`src/lfd_pkg.sv`:
```
`default_nettype none
package lfd_pkg;
    localparam logic [1:0] LFD_SEL_128A = 2'h0;
    localparam logic [1:0] LFD_SEL_192 = 2'h1;
    localparam logic [1:0] LFD_SEL_128B = 2'h2;
    localparam logic [1:0] LFD_SEL_256 = 2'h3;
    localparam int LFD_DIV_128 = 128;
    localparam int LFD_DIV_192 = 192;
    localparam int LFD_DIV_256 = 256;
    localparam int LFD_TICKS_LONG = 10;
    localparam int LFD_TICKS_SHORT = 2;
    localparam int LFD_ONLOAD_PERIODS = 64;
    localparam int LFD_SYNC_STAGES = 3;
endpackage
`default_nettype wire

```
`src/lfd_channel.sv`:
```
`default_nettype none
module lfd_channel
    import lfd_pkg::*;
(
    input wire logic sys_clk,
    input wire logic resetn,
    input wire logic tick,
    input wire logic [3:0] expire_ticks,
    input wire logic gate_in,
    input wire logic pwm_start,
    input wire logic direct_pwm_mode,
    input wire logic battery_short_raw,
    input wire logic ground_short_raw,
    input wire logic open_load_raw,
    input wire logic diag_read,
    input wire logic fault_read,
    output logic battery_short_fault,
    output logic battery_short_tested,
    output logic ground_short_fault,
    output logic open_load_off_fault,
    output logic open_load_on_fault,
    output logic off_tested,
    output logic gate_kill
);
    logic gate_d_reg;
    logic [3:0] tested_cnt_reg;
    logic [3:0] sb_cnt_reg;
    logic [3:0] sg_cnt_reg;
    logic [3:0] ol_cnt_reg;
    logic sb_raw_d_reg;
    logic sg_raw_d_reg;
    logic ol_raw_d_reg;
    logic [6:0] on_periods_reg;
    logic gate_rise;
    logic gate_fall;
    logic tested_done;
    logic battery_short_filtered;
    logic ground_short_filtered;
    logic open_load_off_filtered;
    logic tested_hit;
    logic sb_set;
    logic sg_set;
    logic ol_set;

    assign gate_rise = gate_in && !gate_d_reg;
    assign gate_fall = !gate_in && gate_d_reg;
    assign tested_done = (tested_cnt_reg == expire_ticks);
    assign battery_short_filtered = battery_short_raw && (sb_cnt_reg == expire_ticks);
    // Off-state filters are held low while the gate is high. [RULE13]
    assign ground_short_filtered = !gate_in && ground_short_raw && (sg_cnt_reg == expire_ticks);
    assign open_load_off_filtered = !gate_in && open_load_raw && (ol_cnt_reg == expire_ticks);
    // Expiry is a one-cycle event, so a saturated timer cannot block a later read from clearing.
    assign tested_hit = tick && (tested_cnt_reg == expire_ticks - 4'h1);
    assign sb_set = battery_short_filtered && battery_short_tested && gate_in;
    assign sg_set = ground_short_filtered && off_tested;
    assign ol_set = !ground_short_filtered && open_load_off_filtered && off_tested;

    always_ff @(posedge sys_clk or negedge resetn) begin
        if (!resetn) begin
            gate_d_reg <= 1'b0;
            sb_raw_d_reg <= 1'b0;
            sg_raw_d_reg <= 1'b0;
            ol_raw_d_reg <= 1'b0;
        end else begin
            gate_d_reg <= gate_in;
            sb_raw_d_reg <= battery_short_raw;
            sg_raw_d_reg <= ground_short_raw;
            ol_raw_d_reg <= open_load_raw;
        end
    end

    // Tested timer restarts on either gate edge and on host reads. [RULE9] [RULE16] [RULE12] [RULE21]
    always_ff @(posedge sys_clk or negedge resetn) begin
        if (!resetn) begin
            tested_cnt_reg <= 4'h0;
        end else if (gate_rise || gate_fall || diag_read || fault_read) begin
            tested_cnt_reg <= 4'h0;
        end else if (tick && !tested_done) begin
            tested_cnt_reg <= tested_cnt_reg + 4'h1;
        end
    end

    // Filter timers start on raw rise, clear on fall and on gate edges. [RULE10] [RULE17] [RULE18] [RULE6]
    always_ff @(posedge sys_clk or negedge resetn) begin
        if (!resetn) begin
            sb_cnt_reg <= 4'h0;
            sg_cnt_reg <= 4'h0;
            ol_cnt_reg <= 4'h0;
        end else begin
            if (gate_rise || gate_fall || !battery_short_raw || !sb_raw_d_reg) begin
                sb_cnt_reg <= 4'h0;
            end else if (tick && sb_cnt_reg != expire_ticks) begin
                sb_cnt_reg <= sb_cnt_reg + 4'h1;
            end
            if (gate_rise || gate_fall || fault_read || !ground_short_raw || !sg_raw_d_reg) begin
                sg_cnt_reg <= 4'h0;
            end else if (tick && sg_cnt_reg != expire_ticks) begin
                sg_cnt_reg <= sg_cnt_reg + 4'h1;
            end
            if (gate_rise || gate_fall || fault_read || !open_load_raw || !ol_raw_d_reg) begin
                ol_cnt_reg <= 4'h0;
            end else if (tick && ol_cnt_reg != expire_ticks) begin
                ol_cnt_reg <= ol_cnt_reg + 4'h1;
            end
        end
    end

    // Sticky on-state bits; a new detection wins over a read in the same cycle. [RULE2] [RULE7]
    always_ff @(posedge sys_clk or negedge resetn) begin
        if (!resetn) begin
            battery_short_tested <= 1'b0;
            battery_short_fault <= 1'b0;
        end else begin
            if ((gate_in && gate_d_reg && tested_hit) || sb_set) begin
                battery_short_tested <= 1'b1; // [RULE9] [RULE8]
            end else if (diag_read) begin
                battery_short_tested <= 1'b0; // [RULE12]
            end
            if (sb_set) begin
                battery_short_fault <= 1'b1; // [RULE11] [RULE8]
            end else if (diag_read) begin
                battery_short_fault <= 1'b0; // [RULE12]
            end
        end
    end

    // Fault forces the gate off until a diagnostic read clears the battery-short fault.
    always_ff @(posedge sys_clk or negedge resetn) begin
        if (!resetn) begin
            gate_kill <= 1'b0;
        end else if (battery_short_filtered && battery_short_tested && gate_in) begin
            gate_kill <= 1'b1; // [RULE11]
        end else if (!battery_short_fault) begin
            gate_kill <= 1'b0;
        end
    end

    // Off-state bits. [RULE16] [RULE19] [RULE20] [RULE21] [RULE8]
    always_ff @(posedge sys_clk or negedge resetn) begin
        if (!resetn) begin
            off_tested <= 1'b0;
            ground_short_fault <= 1'b0;
            open_load_off_fault <= 1'b0;
        end else begin
            if ((!gate_in && !gate_d_reg && tested_hit) || sg_set || ol_set) begin
                off_tested <= 1'b1;
            end else if (fault_read) begin
                off_tested <= 1'b0;
            end
            if (sg_set) begin
                ground_short_fault <= 1'b1;
            end else if (fault_read) begin
                ground_short_fault <= 1'b0;
            end
            if (ol_set) begin
                open_load_off_fault <= 1'b1;
            end else if (fault_read) begin
                open_load_off_fault <= 1'b0;
            end
        end
    end

    // On-state open load counts whole PWM periods with the gate held high. [RULE14] [RULE15]
    always_ff @(posedge sys_clk or negedge resetn) begin
        if (!resetn) begin
            on_periods_reg <= 7'h00;
            open_load_on_fault <= 1'b0;
        end else begin
            if (direct_pwm_mode) begin
                on_periods_reg <= 7'h00;
                open_load_on_fault <= 1'b0;
            end else begin
                if (!gate_in || diag_read) begin
                    on_periods_reg <= 7'h00;
                end else if (pwm_start && on_periods_reg != 7'(LFD_ONLOAD_PERIODS)) begin
                    on_periods_reg <= on_periods_reg + 7'h01;
                end
                if (gate_in && pwm_start && on_periods_reg == 7'(LFD_ONLOAD_PERIODS - 1)) begin
                    open_load_on_fault <= 1'b1;
                end else if (diag_read) begin
                    open_load_on_fault <= 1'b0;
                end
            end
        end
    end
endmodule
`default_nettype wire

```
`src/lfd_diag.sv`:
```
`default_nettype none
// Behaviour
// [RULE1] Open-drain fault pin pulls low while any unmasked fault bit is set.
// [RULE2] Detected faults are sticky until the host reads their register.
// [RULE3] Falling reset edge latches reset-seen flag; generic flags read clears it.
// [RULE4] Enable low latches enable-low flag; cleared by read after enable returns high.
// [RULE5] Timer tick predivider is 128, 192, 128 or 256 by two-bit select.
// [RULE6] Tested and filter timers expire after 10-11 ticks, or 2-3 for select 10.
// [RULE7] Fault bits read 1 when detected; tested bits 1 after a completed test.
// [RULE8] A fault bit is never 1 while its tested bit is 0.
// [RULE9] Gate rise clears fault timers, starts tested timer; expiry sets battery-short-tested.
// [RULE10] Battery-short raw rise starts filter; expiry sets filtered; fall drops it at once.
// [RULE11] Filtered battery short with tested bit kills gate and sets fault bit.
// [RULE12] Diagnostic read clears battery-short fault, tested bit and tested timer.
// [RULE13] Battery short works in both modes; off-state filters held 0 while gate high.
// [RULE14] Direct PWM mode disables on-state open load; its bit stays 0.
// [RULE15] Gate high for 64 PWM periods sets on-state open load; read clears.
// [RULE16] Gate fall starts tested timer; expiry sets off-tested; reads restart it.
// [RULE17] Open-load raw rise starts filter; expiry sets filtered; fall clears at once.
// [RULE18] Ground-short raw rise restarts filter; expiry sets filtered; fall clears at once.
// [RULE19] Filtered ground short after tested expiry sets ground-short fault only.
// [RULE20] Filtered open load without ground short sets off-state open-load fault.
// [RULE21] Fault register read clears off-tested, ground-short and open-load-off bits and timers.
// [RULE22] Host commands zero current to tell ground short from open load.
// [RULE23] Each channel has its own timers and bits; predivider is shared.
module lfd_diag
    import lfd_pkg::*;
#(
    parameter int CHANNELS = 8
) (
    input wire logic sys_clk,
    input wire logic resetn,
    input wire logic [1:0] diag_timebase_sel,
    input wire logic [CHANNELS-1:0] gate_drive_out,
    input wire logic [CHANNELS-1:0] pwm_start,
    input wire logic [CHANNELS-1:0] direct_pwm_mode,
    input wire logic [CHANNELS-1:0] battery_short_raw,
    input wire logic [CHANNELS-1:0] ground_short_raw,
    input wire logic [CHANNELS-1:0] open_load_raw,
    input wire logic [CHANNELS-1:0] diag_read,
    input wire logic [CHANNELS-1:0] fault_read,
    input wire logic [4:0] fault_mask,
    input wire logic enable_pin,
    input wire logic flags_read,
    output logic [CHANNELS-1:0] battery_short_fault,
    output logic [CHANNELS-1:0] battery_short_tested,
    output logic [CHANNELS-1:0] ground_short_fault,
    output logic [CHANNELS-1:0] open_load_off_fault,
    output logic [CHANNELS-1:0] open_load_on_fault,
    output logic [CHANNELS-1:0] off_tested,
    output logic [CHANNELS-1:0] gate_kill,
    output logic reset_seen_flag,
    output logic enable_low_flag,
    output logic fault_n_out,
    output logic fault_n_oe
);
    import lfd_pkg::*;

    if (CHANNELS < 1 || CHANNELS > 32) begin : g_bad_channels
        $error("CHANNELS out of range");
    end

    logic [8:0] prediv_reg;
    logic [8:0] prediv_limit;
    logic tick_reg;
    logic [3:0] expire_ticks;
    logic [LFD_SYNC_STAGES-1:0] en_sync_reg;
    logic enable_now_reg;
    logic [CHANNELS-1:0] bsf;
    logic [CHANNELS-1:0] bst;
    logic [CHANNELS-1:0] sgf;
    logic [CHANNELS-1:0] olf;
    logic [CHANNELS-1:0] olnf;
    logic [CHANNELS-1:0] offt;
    logic [CHANNELS-1:0] kill;
    logic any_unmasked;

    // Shared predivider producing a one-cycle tick. [RULE5] [RULE23]
    always_comb begin
        case (diag_timebase_sel)
            LFD_SEL_192: prediv_limit = 9'(LFD_DIV_192 - 1);
            LFD_SEL_256: prediv_limit = 9'(LFD_DIV_256 - 1);
            default: prediv_limit = 9'(LFD_DIV_128 - 1);
        endcase
        // One extra tick absorbs the unknown phase of the free-running tick, giving 10 to 11 periods, or 2 to 3 for LFD_SEL_128B. [RULE6]
        expire_ticks = (diag_timebase_sel == LFD_SEL_128B) ? 4'(LFD_TICKS_SHORT + 1) : 4'(LFD_TICKS_LONG + 1);
    end

    always_ff @(posedge sys_clk or negedge resetn) begin
        if (!resetn) begin
            prediv_reg <= 9'h000;
            tick_reg <= 1'b0;
        end else if (prediv_reg >= prediv_limit) begin
            prediv_reg <= 9'h000;
            tick_reg <= 1'b1;
        end else begin
            prediv_reg <= prediv_reg + 9'h001;
            tick_reg <= 1'b0;
        end
    end

    generate
        for (genvar ch = 0; ch < CHANNELS; ch++) begin : g_ch
            lfd_channel u_ch (
                .sys_clk(sys_clk),
                .resetn(resetn),
                .tick(tick_reg),
                .expire_ticks(expire_ticks),
                .gate_in(gate_drive_out[ch]),
                .pwm_start(pwm_start[ch]),
                .direct_pwm_mode(direct_pwm_mode[ch]),
                .battery_short_raw(battery_short_raw[ch]),
                .ground_short_raw(ground_short_raw[ch]),
                .open_load_raw(open_load_raw[ch]),
                .diag_read(diag_read[ch]),
                .fault_read(fault_read[ch]),
                .battery_short_fault(bsf[ch]),
                .battery_short_tested(bst[ch]),
                .ground_short_fault(sgf[ch]),
                .open_load_off_fault(olf[ch]),
                .open_load_on_fault(olnf[ch]),
                .off_tested(offt[ch]),
                .gate_kill(kill[ch])
            ); // [RULE23]
        end
    endgenerate

    // Outputs are registered once more so every top output comes from a flop.
    always_ff @(posedge sys_clk or negedge resetn) begin
        if (!resetn) begin
            battery_short_fault <= '0;
            battery_short_tested <= '0;
            ground_short_fault <= '0;
            open_load_off_fault <= '0;
            open_load_on_fault <= '0;
            off_tested <= '0;
            gate_kill <= '0;
        end else begin
            battery_short_fault <= bsf;
            battery_short_tested <= bst;
            ground_short_fault <= sgf;
            open_load_off_fault <= olf;
            open_load_on_fault <= olnf;
            off_tested <= offt;
            gate_kill <= kill;
        end
    end

    assign any_unmasked = (|bsf && !fault_mask[0]) || (|sgf && !fault_mask[1]) ||
                          (|olf && !fault_mask[2]) || (|olnf && !fault_mask[3]);

    // Open drain: only ever drives low. [RULE1]
    always_ff @(posedge sys_clk or negedge resetn) begin
        if (!resetn) begin
            fault_n_out <= 1'b0;
            fault_n_oe <= 1'b0;
        end else begin
            fault_n_out <= 1'b0;
            fault_n_oe <= any_unmasked;
        end
    end

    // The async reset itself marks the falling edge, so the flag is set under reset. [RULE3]
    always_ff @(posedge sys_clk or negedge resetn) begin
        if (!resetn) begin
            reset_seen_flag <= 1'b1;
        end else if (flags_read) begin
            reset_seen_flag <= 1'b0;
        end
    end

    // The enable pin is asynchronous, so it is synchronised and deglitched first.
    // The chain resets to the enabled level, so leaving reset reports no false low enable.
    always_ff @(posedge sys_clk or negedge resetn) begin
        if (!resetn) begin
            en_sync_reg <= '1;
            enable_now_reg <= 1'b1;
        end else begin
            en_sync_reg <= {en_sync_reg[LFD_SYNC_STAGES-2:0], enable_pin};
            if (en_sync_reg[1] == en_sync_reg[2]) begin
                enable_now_reg <= en_sync_reg[2];
            end
        end
    end

    // Low enable sets; clear only after a read with enable back high. [RULE4]
    always_ff @(posedge sys_clk or negedge resetn) begin
        if (!resetn) begin
            enable_low_flag <= 1'b0;
        end else if (!enable_now_reg) begin
            enable_low_flag <= 1'b1;
        end else if (flags_read) begin
            enable_low_flag <= 1'b0;
        end
    end
endmodule
`default_nettype wire

```
`config.mk`:
```
export PLATFORM = sky130hd
export DESIGN_NAME = lfd_diag
export DESIGN_NICKNAME = d
export VERILOG_FILES = /design/src/lfd_pkg.sv /design/src/lfd_channel.sv /design/src/lfd_diag.sv
export SDC_FILE = /design/constraint.sdc
export NUM_CORES = 1
export LEC_CHECK = 0
export BUFFER_PORTS_ARGS = -buffer_cell sky130_fd_sc_hd__buf_4
export CORE_AREA = 3 3 185 187
export DETAILED_ROUTE_END_ITERATION = 10
export DIE_AREA = 0 0 188 190
export HOLD_SLACK_MARGIN = 0.05
export PLACE_DENSITY = 0.69
export SYNTH_ARGS = -nofsm -noshare
export SYNTH_HDL_FRONTEND = slang
export SYNTH_SLANG_ARGS = --single-unit
export TNS_END_PERCENT = 5
```
`constraint.sdc`:
```
create_clock -name sys_clk -period 1.4 [get_ports sys_clk]
set_input_delay 0.07 -clock sys_clk [delete_from_list [all_inputs] [get_ports sys_clk]]
set_output_delay 0.07 -clock sys_clk [all_outputs]
set_load 0.02 [all_outputs]
```
* After elaboration in Yosys (flattened, before gate mapping) *
Cells that the tools add are included.

storage, ports and cells
  bits of input ports = 75
  word-level logic and storage cells = 947
  register bits = 345

cells by class
  equality and inequality tests = 93
  magnitude comparators = 1
  reductions and logical operators = 487
  add/sub/neg operators = 42
  muxes and demuxes = 182

operators with widths
  cell                                              number
  2-to-1 mux 4 bit                                  65
  logical AND 1 bit                                 196
  2-to-1 mux 7 bit                                  24
  == test 4 bit                                     40
  nonzero test 2 bit                                72
  adder 4 x 1 -> 4 bit, second input constant       32
  logical OR 1 bit                                  115
  inequality test 4 bit                             24
  2-to-1 mux 1 bit                                  91
  logical NOT 1 bit                                 84
  adder 7 x 1 -> 7 bit, second input constant       8
  == test 7 x 6 -> 1 bit, second input constant     8
  inequality test 7 bit, second input constant      8
  nonzero test 3 bit                                16
  OR reduction 8 bit                                4
  inequality test 2 bit, second input constant      9
  case mux 8 bit (2 select lines)                   1
  adder 9 x 1 -> 9 bit, second input constant       1
  >= comparator 9 bit                               1
  2-to-1 mux 9 bit                                  1
  == test 2 bit, second input constant              2
  subtractor 4 x 1 -> 4 bit, second input constant  1
  == test 2 x 1 -> 1 bit, second input constant     1
  == test 1 bit                                     1

* Longest topological paths before layout *
  depth in word-level cells = 9
  mapped depth = 8

* Hierarchy *
A second synthesis with hierarchy kept.

unflattened totals
  cells, all modules = 1,590
  area total of the unflattened synthesis = 17,430.5 um^2

modules (own cells, without submodules)
  module                           area an instance (um^2)  times used  cells each
  lfd_channel at g_ch[1].u_ch ...  1,905.6                  7           183
  lfd_diag                         2,223.4                  1           131
  lfd_channel at g_ch[0].u_ch      1,868.0                  1           178

* Worst setup path after synthesis *
Ideal clock, no wire load.

  path type = register -> register
  start = reg g_ch[0].u_ch.sg_cnt_reg[0]
  end = reg g_ch[0].u_ch.off_tested
  clock period less this slack = 1,505 ps
  slack = -105 ps
  setup time = 138 ps
  path buffers = 0
  cell stages (with the launch flop) = 6
  arrival = 1,367 ps
  data required time = 1,262 ps
  path through = dfrtp_1 -> ha_1 -> or2b_2 -> or3b_1 -> nand4_1 -> o2111ai_1

on the way
  word-level cells in the longest chain between the ends = 7
  elaborated cells on any way between the ends = 10
  those cells by class = eq/ne: 1; mux: 1; reduce/logical: 8

RTL lines
  what                                                    line                text
  from (decl)                                             lfd_channel.sv:28   logic [3:0] sg_cnt_reg;
  from (signal assigned)                                  lfd_channel.sv:98   sg_cnt_reg <= sg_cnt_reg + 4'h1;
  == test 4 bit (*)                                       lfd_channel.sv:50   assign ground_short_filtered = !gate_in && ground_short_raw && (sg_cnt_reg == expire_ticks);
  logical AND 1 bit (*)                                   lfd_channel.sv:50
  logical NOT 1 bit                                       lfd_channel.sv:56   assign ol_set = !ground_short_filtered && open_load_off_filtered && off_tested;
  logical AND 1 bit (2 in series)                         lfd_channel.sv:56
  logical OR 1 bit (*)                                    lfd_channel.sv:145  if ((!gate_in && !gate_d_reg && tested_hit) || sg_set || ol_set) begin
  2-to-1 mux 1 bit or nonzero test 2 bit (tied branches)  --
  to (signal assigned)                                    lfd_channel.sv:141  off_tested <= 1'b0;
  to (signal assigned)                                    lfd_channel.sv:146  off_tested <= 1'b1;
  to (signal assigned)                                    lfd_channel.sv:148  off_tested <= 1'b0;
  to (decl)                                               lfd_channel.sv:22   output logic off_tested,

Every way passes the cells marked *; elsewhere a longest branch is shown, timed or not.
A chain may end at the register's enable or synchronous reset.

* Worst setup path after layout *
  start = reg g_ch[4].u_ch.open_load_on_fault
  end = reg fault_n_oe

on the way
  word-level cells in the longest chain between the ends = 3

RTL lines
  what                    line                text
  from (decl)             lfd_channel.sv:21   output logic open_load_on_fault,
  from (signal assigned)  lfd_channel.sv:167  open_load_on_fault <= 1'b0;
  from (signal assigned)  lfd_channel.sv:171  open_load_on_fault <= 1'b0;
  from (signal assigned)  lfd_channel.sv:179  open_load_on_fault <= 1'b1;
  OR reduction 8 bit      lfd_diag.sv:150     (|olf && !fault_mask[2]) || (|olnf && !fault_mask[3]);
  logical AND 1 bit       lfd_diag.sv:150
  logical OR 1 bit        lfd_diag.sv:150
  net any_unmasked        lfd_diag.sv:76      logic any_unmasked;
  to (signal assigned)    lfd_diag.sv:159     fault_n_oe <= any_unmasked;
  to (decl)               lfd_diag.sv:55      output logic fault_n_oe

The timed path passes the listed nets, and every way through them passes these cells.

==> impl_results.md <==
* Clock Tree Root: clkbuf_16
* Clock Skew at between 9 and 10 ps
* Final routed DRC violation total at 0
* Combinational share of power at 10.0%
* Async SR Flop Fraction at between 90% and 100%
* CTS tree: built
* DPL Wire Length at roughly 25000 microns
* Via count of the first global-routing pass at roughly 12000
* Seq pwr share at a little over two fifths
* Synthesized net count at about 1600
* Final Cycle Share at 109%
* Clk_lat worst skew at 530 ps
* Slew Limit Fails at 0
* Clock buffer depth at 3
* Initial Util at between 40% and 50%
* Met3 usage at slightly above 3%
* Grt ovf at 0
* Worst-path clk slew at approximately 60 ps
* Storage cell area at between 8000 and 9000 sq um
* Global-route wire length before repair at about 60000 microns
* Area contributors post-synth: dfrtp_1 (55%), ha_1 (6.0%), nor2_1 (5.4%), xor2_1 (4.8%), nand2_1 (3.8%)
* CTS Buf Count at 39
* Final setup margin at -129 ps
* Netlist cell types at 52
* Fmax at ~0.65 GHz
* Synthesized area at 15600 sq um
* Worst vdd ir at 0.861 mV
* Core ar. at roughly 33000 sq um
* Net Sw Frac at 23.3%
* Top-Level Pins at roughly 140
* Int Power at around 18000 uW
* Clock power frac at a little under half
* # diodes at 0
* P&R area growth vs syn at 33.8%
* Clock Sinks at 345
* 1st-iter DRT viols at ~540
* Status: finished with violations
* Ys flop type: dfrtp_1
* Failing checks: setup timing
* Placed Instance Area at about 18000 sq um
* GR Util met2 at roughly a third
* Vias/cell at 5.10
* Worst EP required at 1790 ps
* Area share of the largest cell type after synthesis at a little over half
* Footprint of the multi-input gates at 6930 sq um
* Grt met1 use at 27.9%
* Pwr dens at between 1000 and 1500 nW/um^2
* NetSw at 5480 uW
* Avg Cell Area, Syn at ~10 sq um
* Chip Width at 188 microns
* Endpoints failing hold at 0
* Arrival @ worst endpoint at roughly 1900 ps
* Net count, final at 2015
* GRT Resource Usage Total at between 20% and 30%
* Wirelength per Cell at 15.6 microns
* Final GP Congestion at ~0.83
* Ys Warns at 0
* Routed wire length at 36400 microns
* First-pass iteration count of the detailed router at 5
* Htree depth at 2
* Vias at 11900
* Critical Path Fanout Max at 2
* # setup viols final at 16
* Finished Cell Area at approximately 21000 sq um
* Min Tclk post-route at ~1500 ps
* Post-synth EDFFs at 0
* Critical path class: flip-flop to flip-flop
* RSZ-0062 raised after global routing: true
* Commonest non-fill, non-tap cell in the layout: dfrtp_1
* Most frequent cells in the layout: dfrtp_1 (339), buf_4 (267), nor2_1 (217)
* Fillers at roughly 2500
* Site row count at 66
* Post-synthesis sequential area ratio at between 50% and 60%
* DRT antenna net count at 0
* Share of layout cells above drive strength 1 at around a quarter
* CP endpoint kind: flip-flop
* Die area at about 36000 sq um
* Synth Instances at around 1500
* Hold Path Class: primary input to flip-flop
* LEAKAGE at slightly below 0.01 uW
* Largest net degree at the start of global routing at 55
* CP Launch Type: flip-flop
* Dominant cell type by area after synthesis: dfrtp_1
* Grt peak-use layer: met2
* Die Ht at 190 microns
* WHS at between 150 and 200 ps
* Initial antenna violation count at 0
* Setup TNS at -1050 ps
* Yosys reg bits at between 300 and 400
* Max reg flops at 56
* Total power at 23500 uW
* Port buffer count at 132
* Max-cap violation count at 0
-- final timing paths --
check,startpoint,depth (start not counted),endpoint,slack [ps]
max,g_ch[4].u_ch.open_load_on_fault,4,fault_n_oe,-130
min,diag_timebase_sel[0],6,g_ch[2].u_ch.sg_cnt_reg[2],170
max reg2reg,g_ch[4].u_ch.open_load_on_fault,4,fault_n_oe,-130
min reg2reg,en_sync_reg[0],0,en_sync_reg[1],360
max in group asynchronous,resetn,4,g_ch[1].u_ch.on_periods_reg[0],200
min in group asynchronous,resetn,3,g_ch[5].u_ch.on_periods_reg[2],560
-- cells by family after synthesis --
logic type | count (synthesis) | synth area share, %
xor gates and xnor gates | 139 | 8.12
DFF | 345 | 55.4
adders and majority gates | 76 | 6.08
buffers and inverters | 109 | 2.99
other | 1 | 0.0241
muxes | 27 | 1.73
AOI/OAI and AO/OA | 146 | 5.55
and+or+nand+nor | 653 | 20.1
-- synth_stat cells, types with 3 or more instances --
cell,number
dfrtp_1,340
nor2_1,225
nand2_1,157
xor2_1,86
inv_1,80
ha_1,75
nand4_1,71
a21oi_1,60
nand3_1,56
xnor2_1,48
nand2b_1,46
o21ai_0,43
mux2i_1,27
clkbuf_1,22
or3_1,20
nor4_1,16
and3_1,12
o21ai_2,10
nor3_1,9
a21boi_0,8
nand3b_1,8
o2111ai_1,7
o21ai_1,6
or2_1,6
dfstp_2,5
nor3b_1,5
nand2b_4,4
or3b_1,4
or4_1,4
xnor2_2,4
a311oi_1,3
nor2b_1,3
or3b_2,3
-- metrics by stage --
step	utilization (%)	std cells	setup WS (ps)
4_1_cts	62.5	2327	-129
2_1_floorplan	-	1496	-77.1
3_3_place_gp	55.7	2183	-171
6_report	63.9	2338	-129
3_5_place_dp	55.7	2183	-246
5_1_grt	63.9	2338	-189
-- layout make-up --
cell class | count | area share, %
repair buffers | 357 | 14.5
flip-flops and latches | 345 | 41.4
well taps | 442 | 2.65
clock buffers | 55 | 5.60
inverters | 80 | 1.44
clock inverters | 17 | 1.14
multi-input cells | 1042 | 33.2
-- what timing repair did --
item | CTS | global route
resized for setup | 20 | 96
hold buffers | 72 | 0
endpoints found under the setup margin | 32 | 134
setup buffers | 0 | 12
hold endpoints to repair | 621 | 0
pin swaps | 17 | 32
-- power by group through the flow --
| stage | combinational (uW) | clock [uW] | sequential [uW] |
|---|---|---|---|
| 2_1_floorplan | 911 | 0 | 10500 |
| 3_3_place_gp | 1950 | 0 | 10400 |
| 3_5_place_dp | 1980 | 0 | 10500 |
| 4_1_cts | 2210 | 11100 | 10300 |
| 5_1_grt | 2600 | 11600 | 10300 |
| 6_report | 2350 | 10900 | 10300 |
-- layer usage --
| metal | share of wire (%) | wire, microns |
|---|---|---|
| met1 | 46 | 16700 |
| met2 | 48 | 17500 |
| met3 | 3.9 | 1430 |
| met4 | 2.2 | 808 |
| met5 | 0 | 0 |
-- critical path, cell delays in order (launching register included) --
cell and delay (ps):
dfrtp_1 410, nor4_4 310, buf_4 170, a21oi_1 50, or4_1 460
No activity file was read; power rests on OpenSTA's default activity.
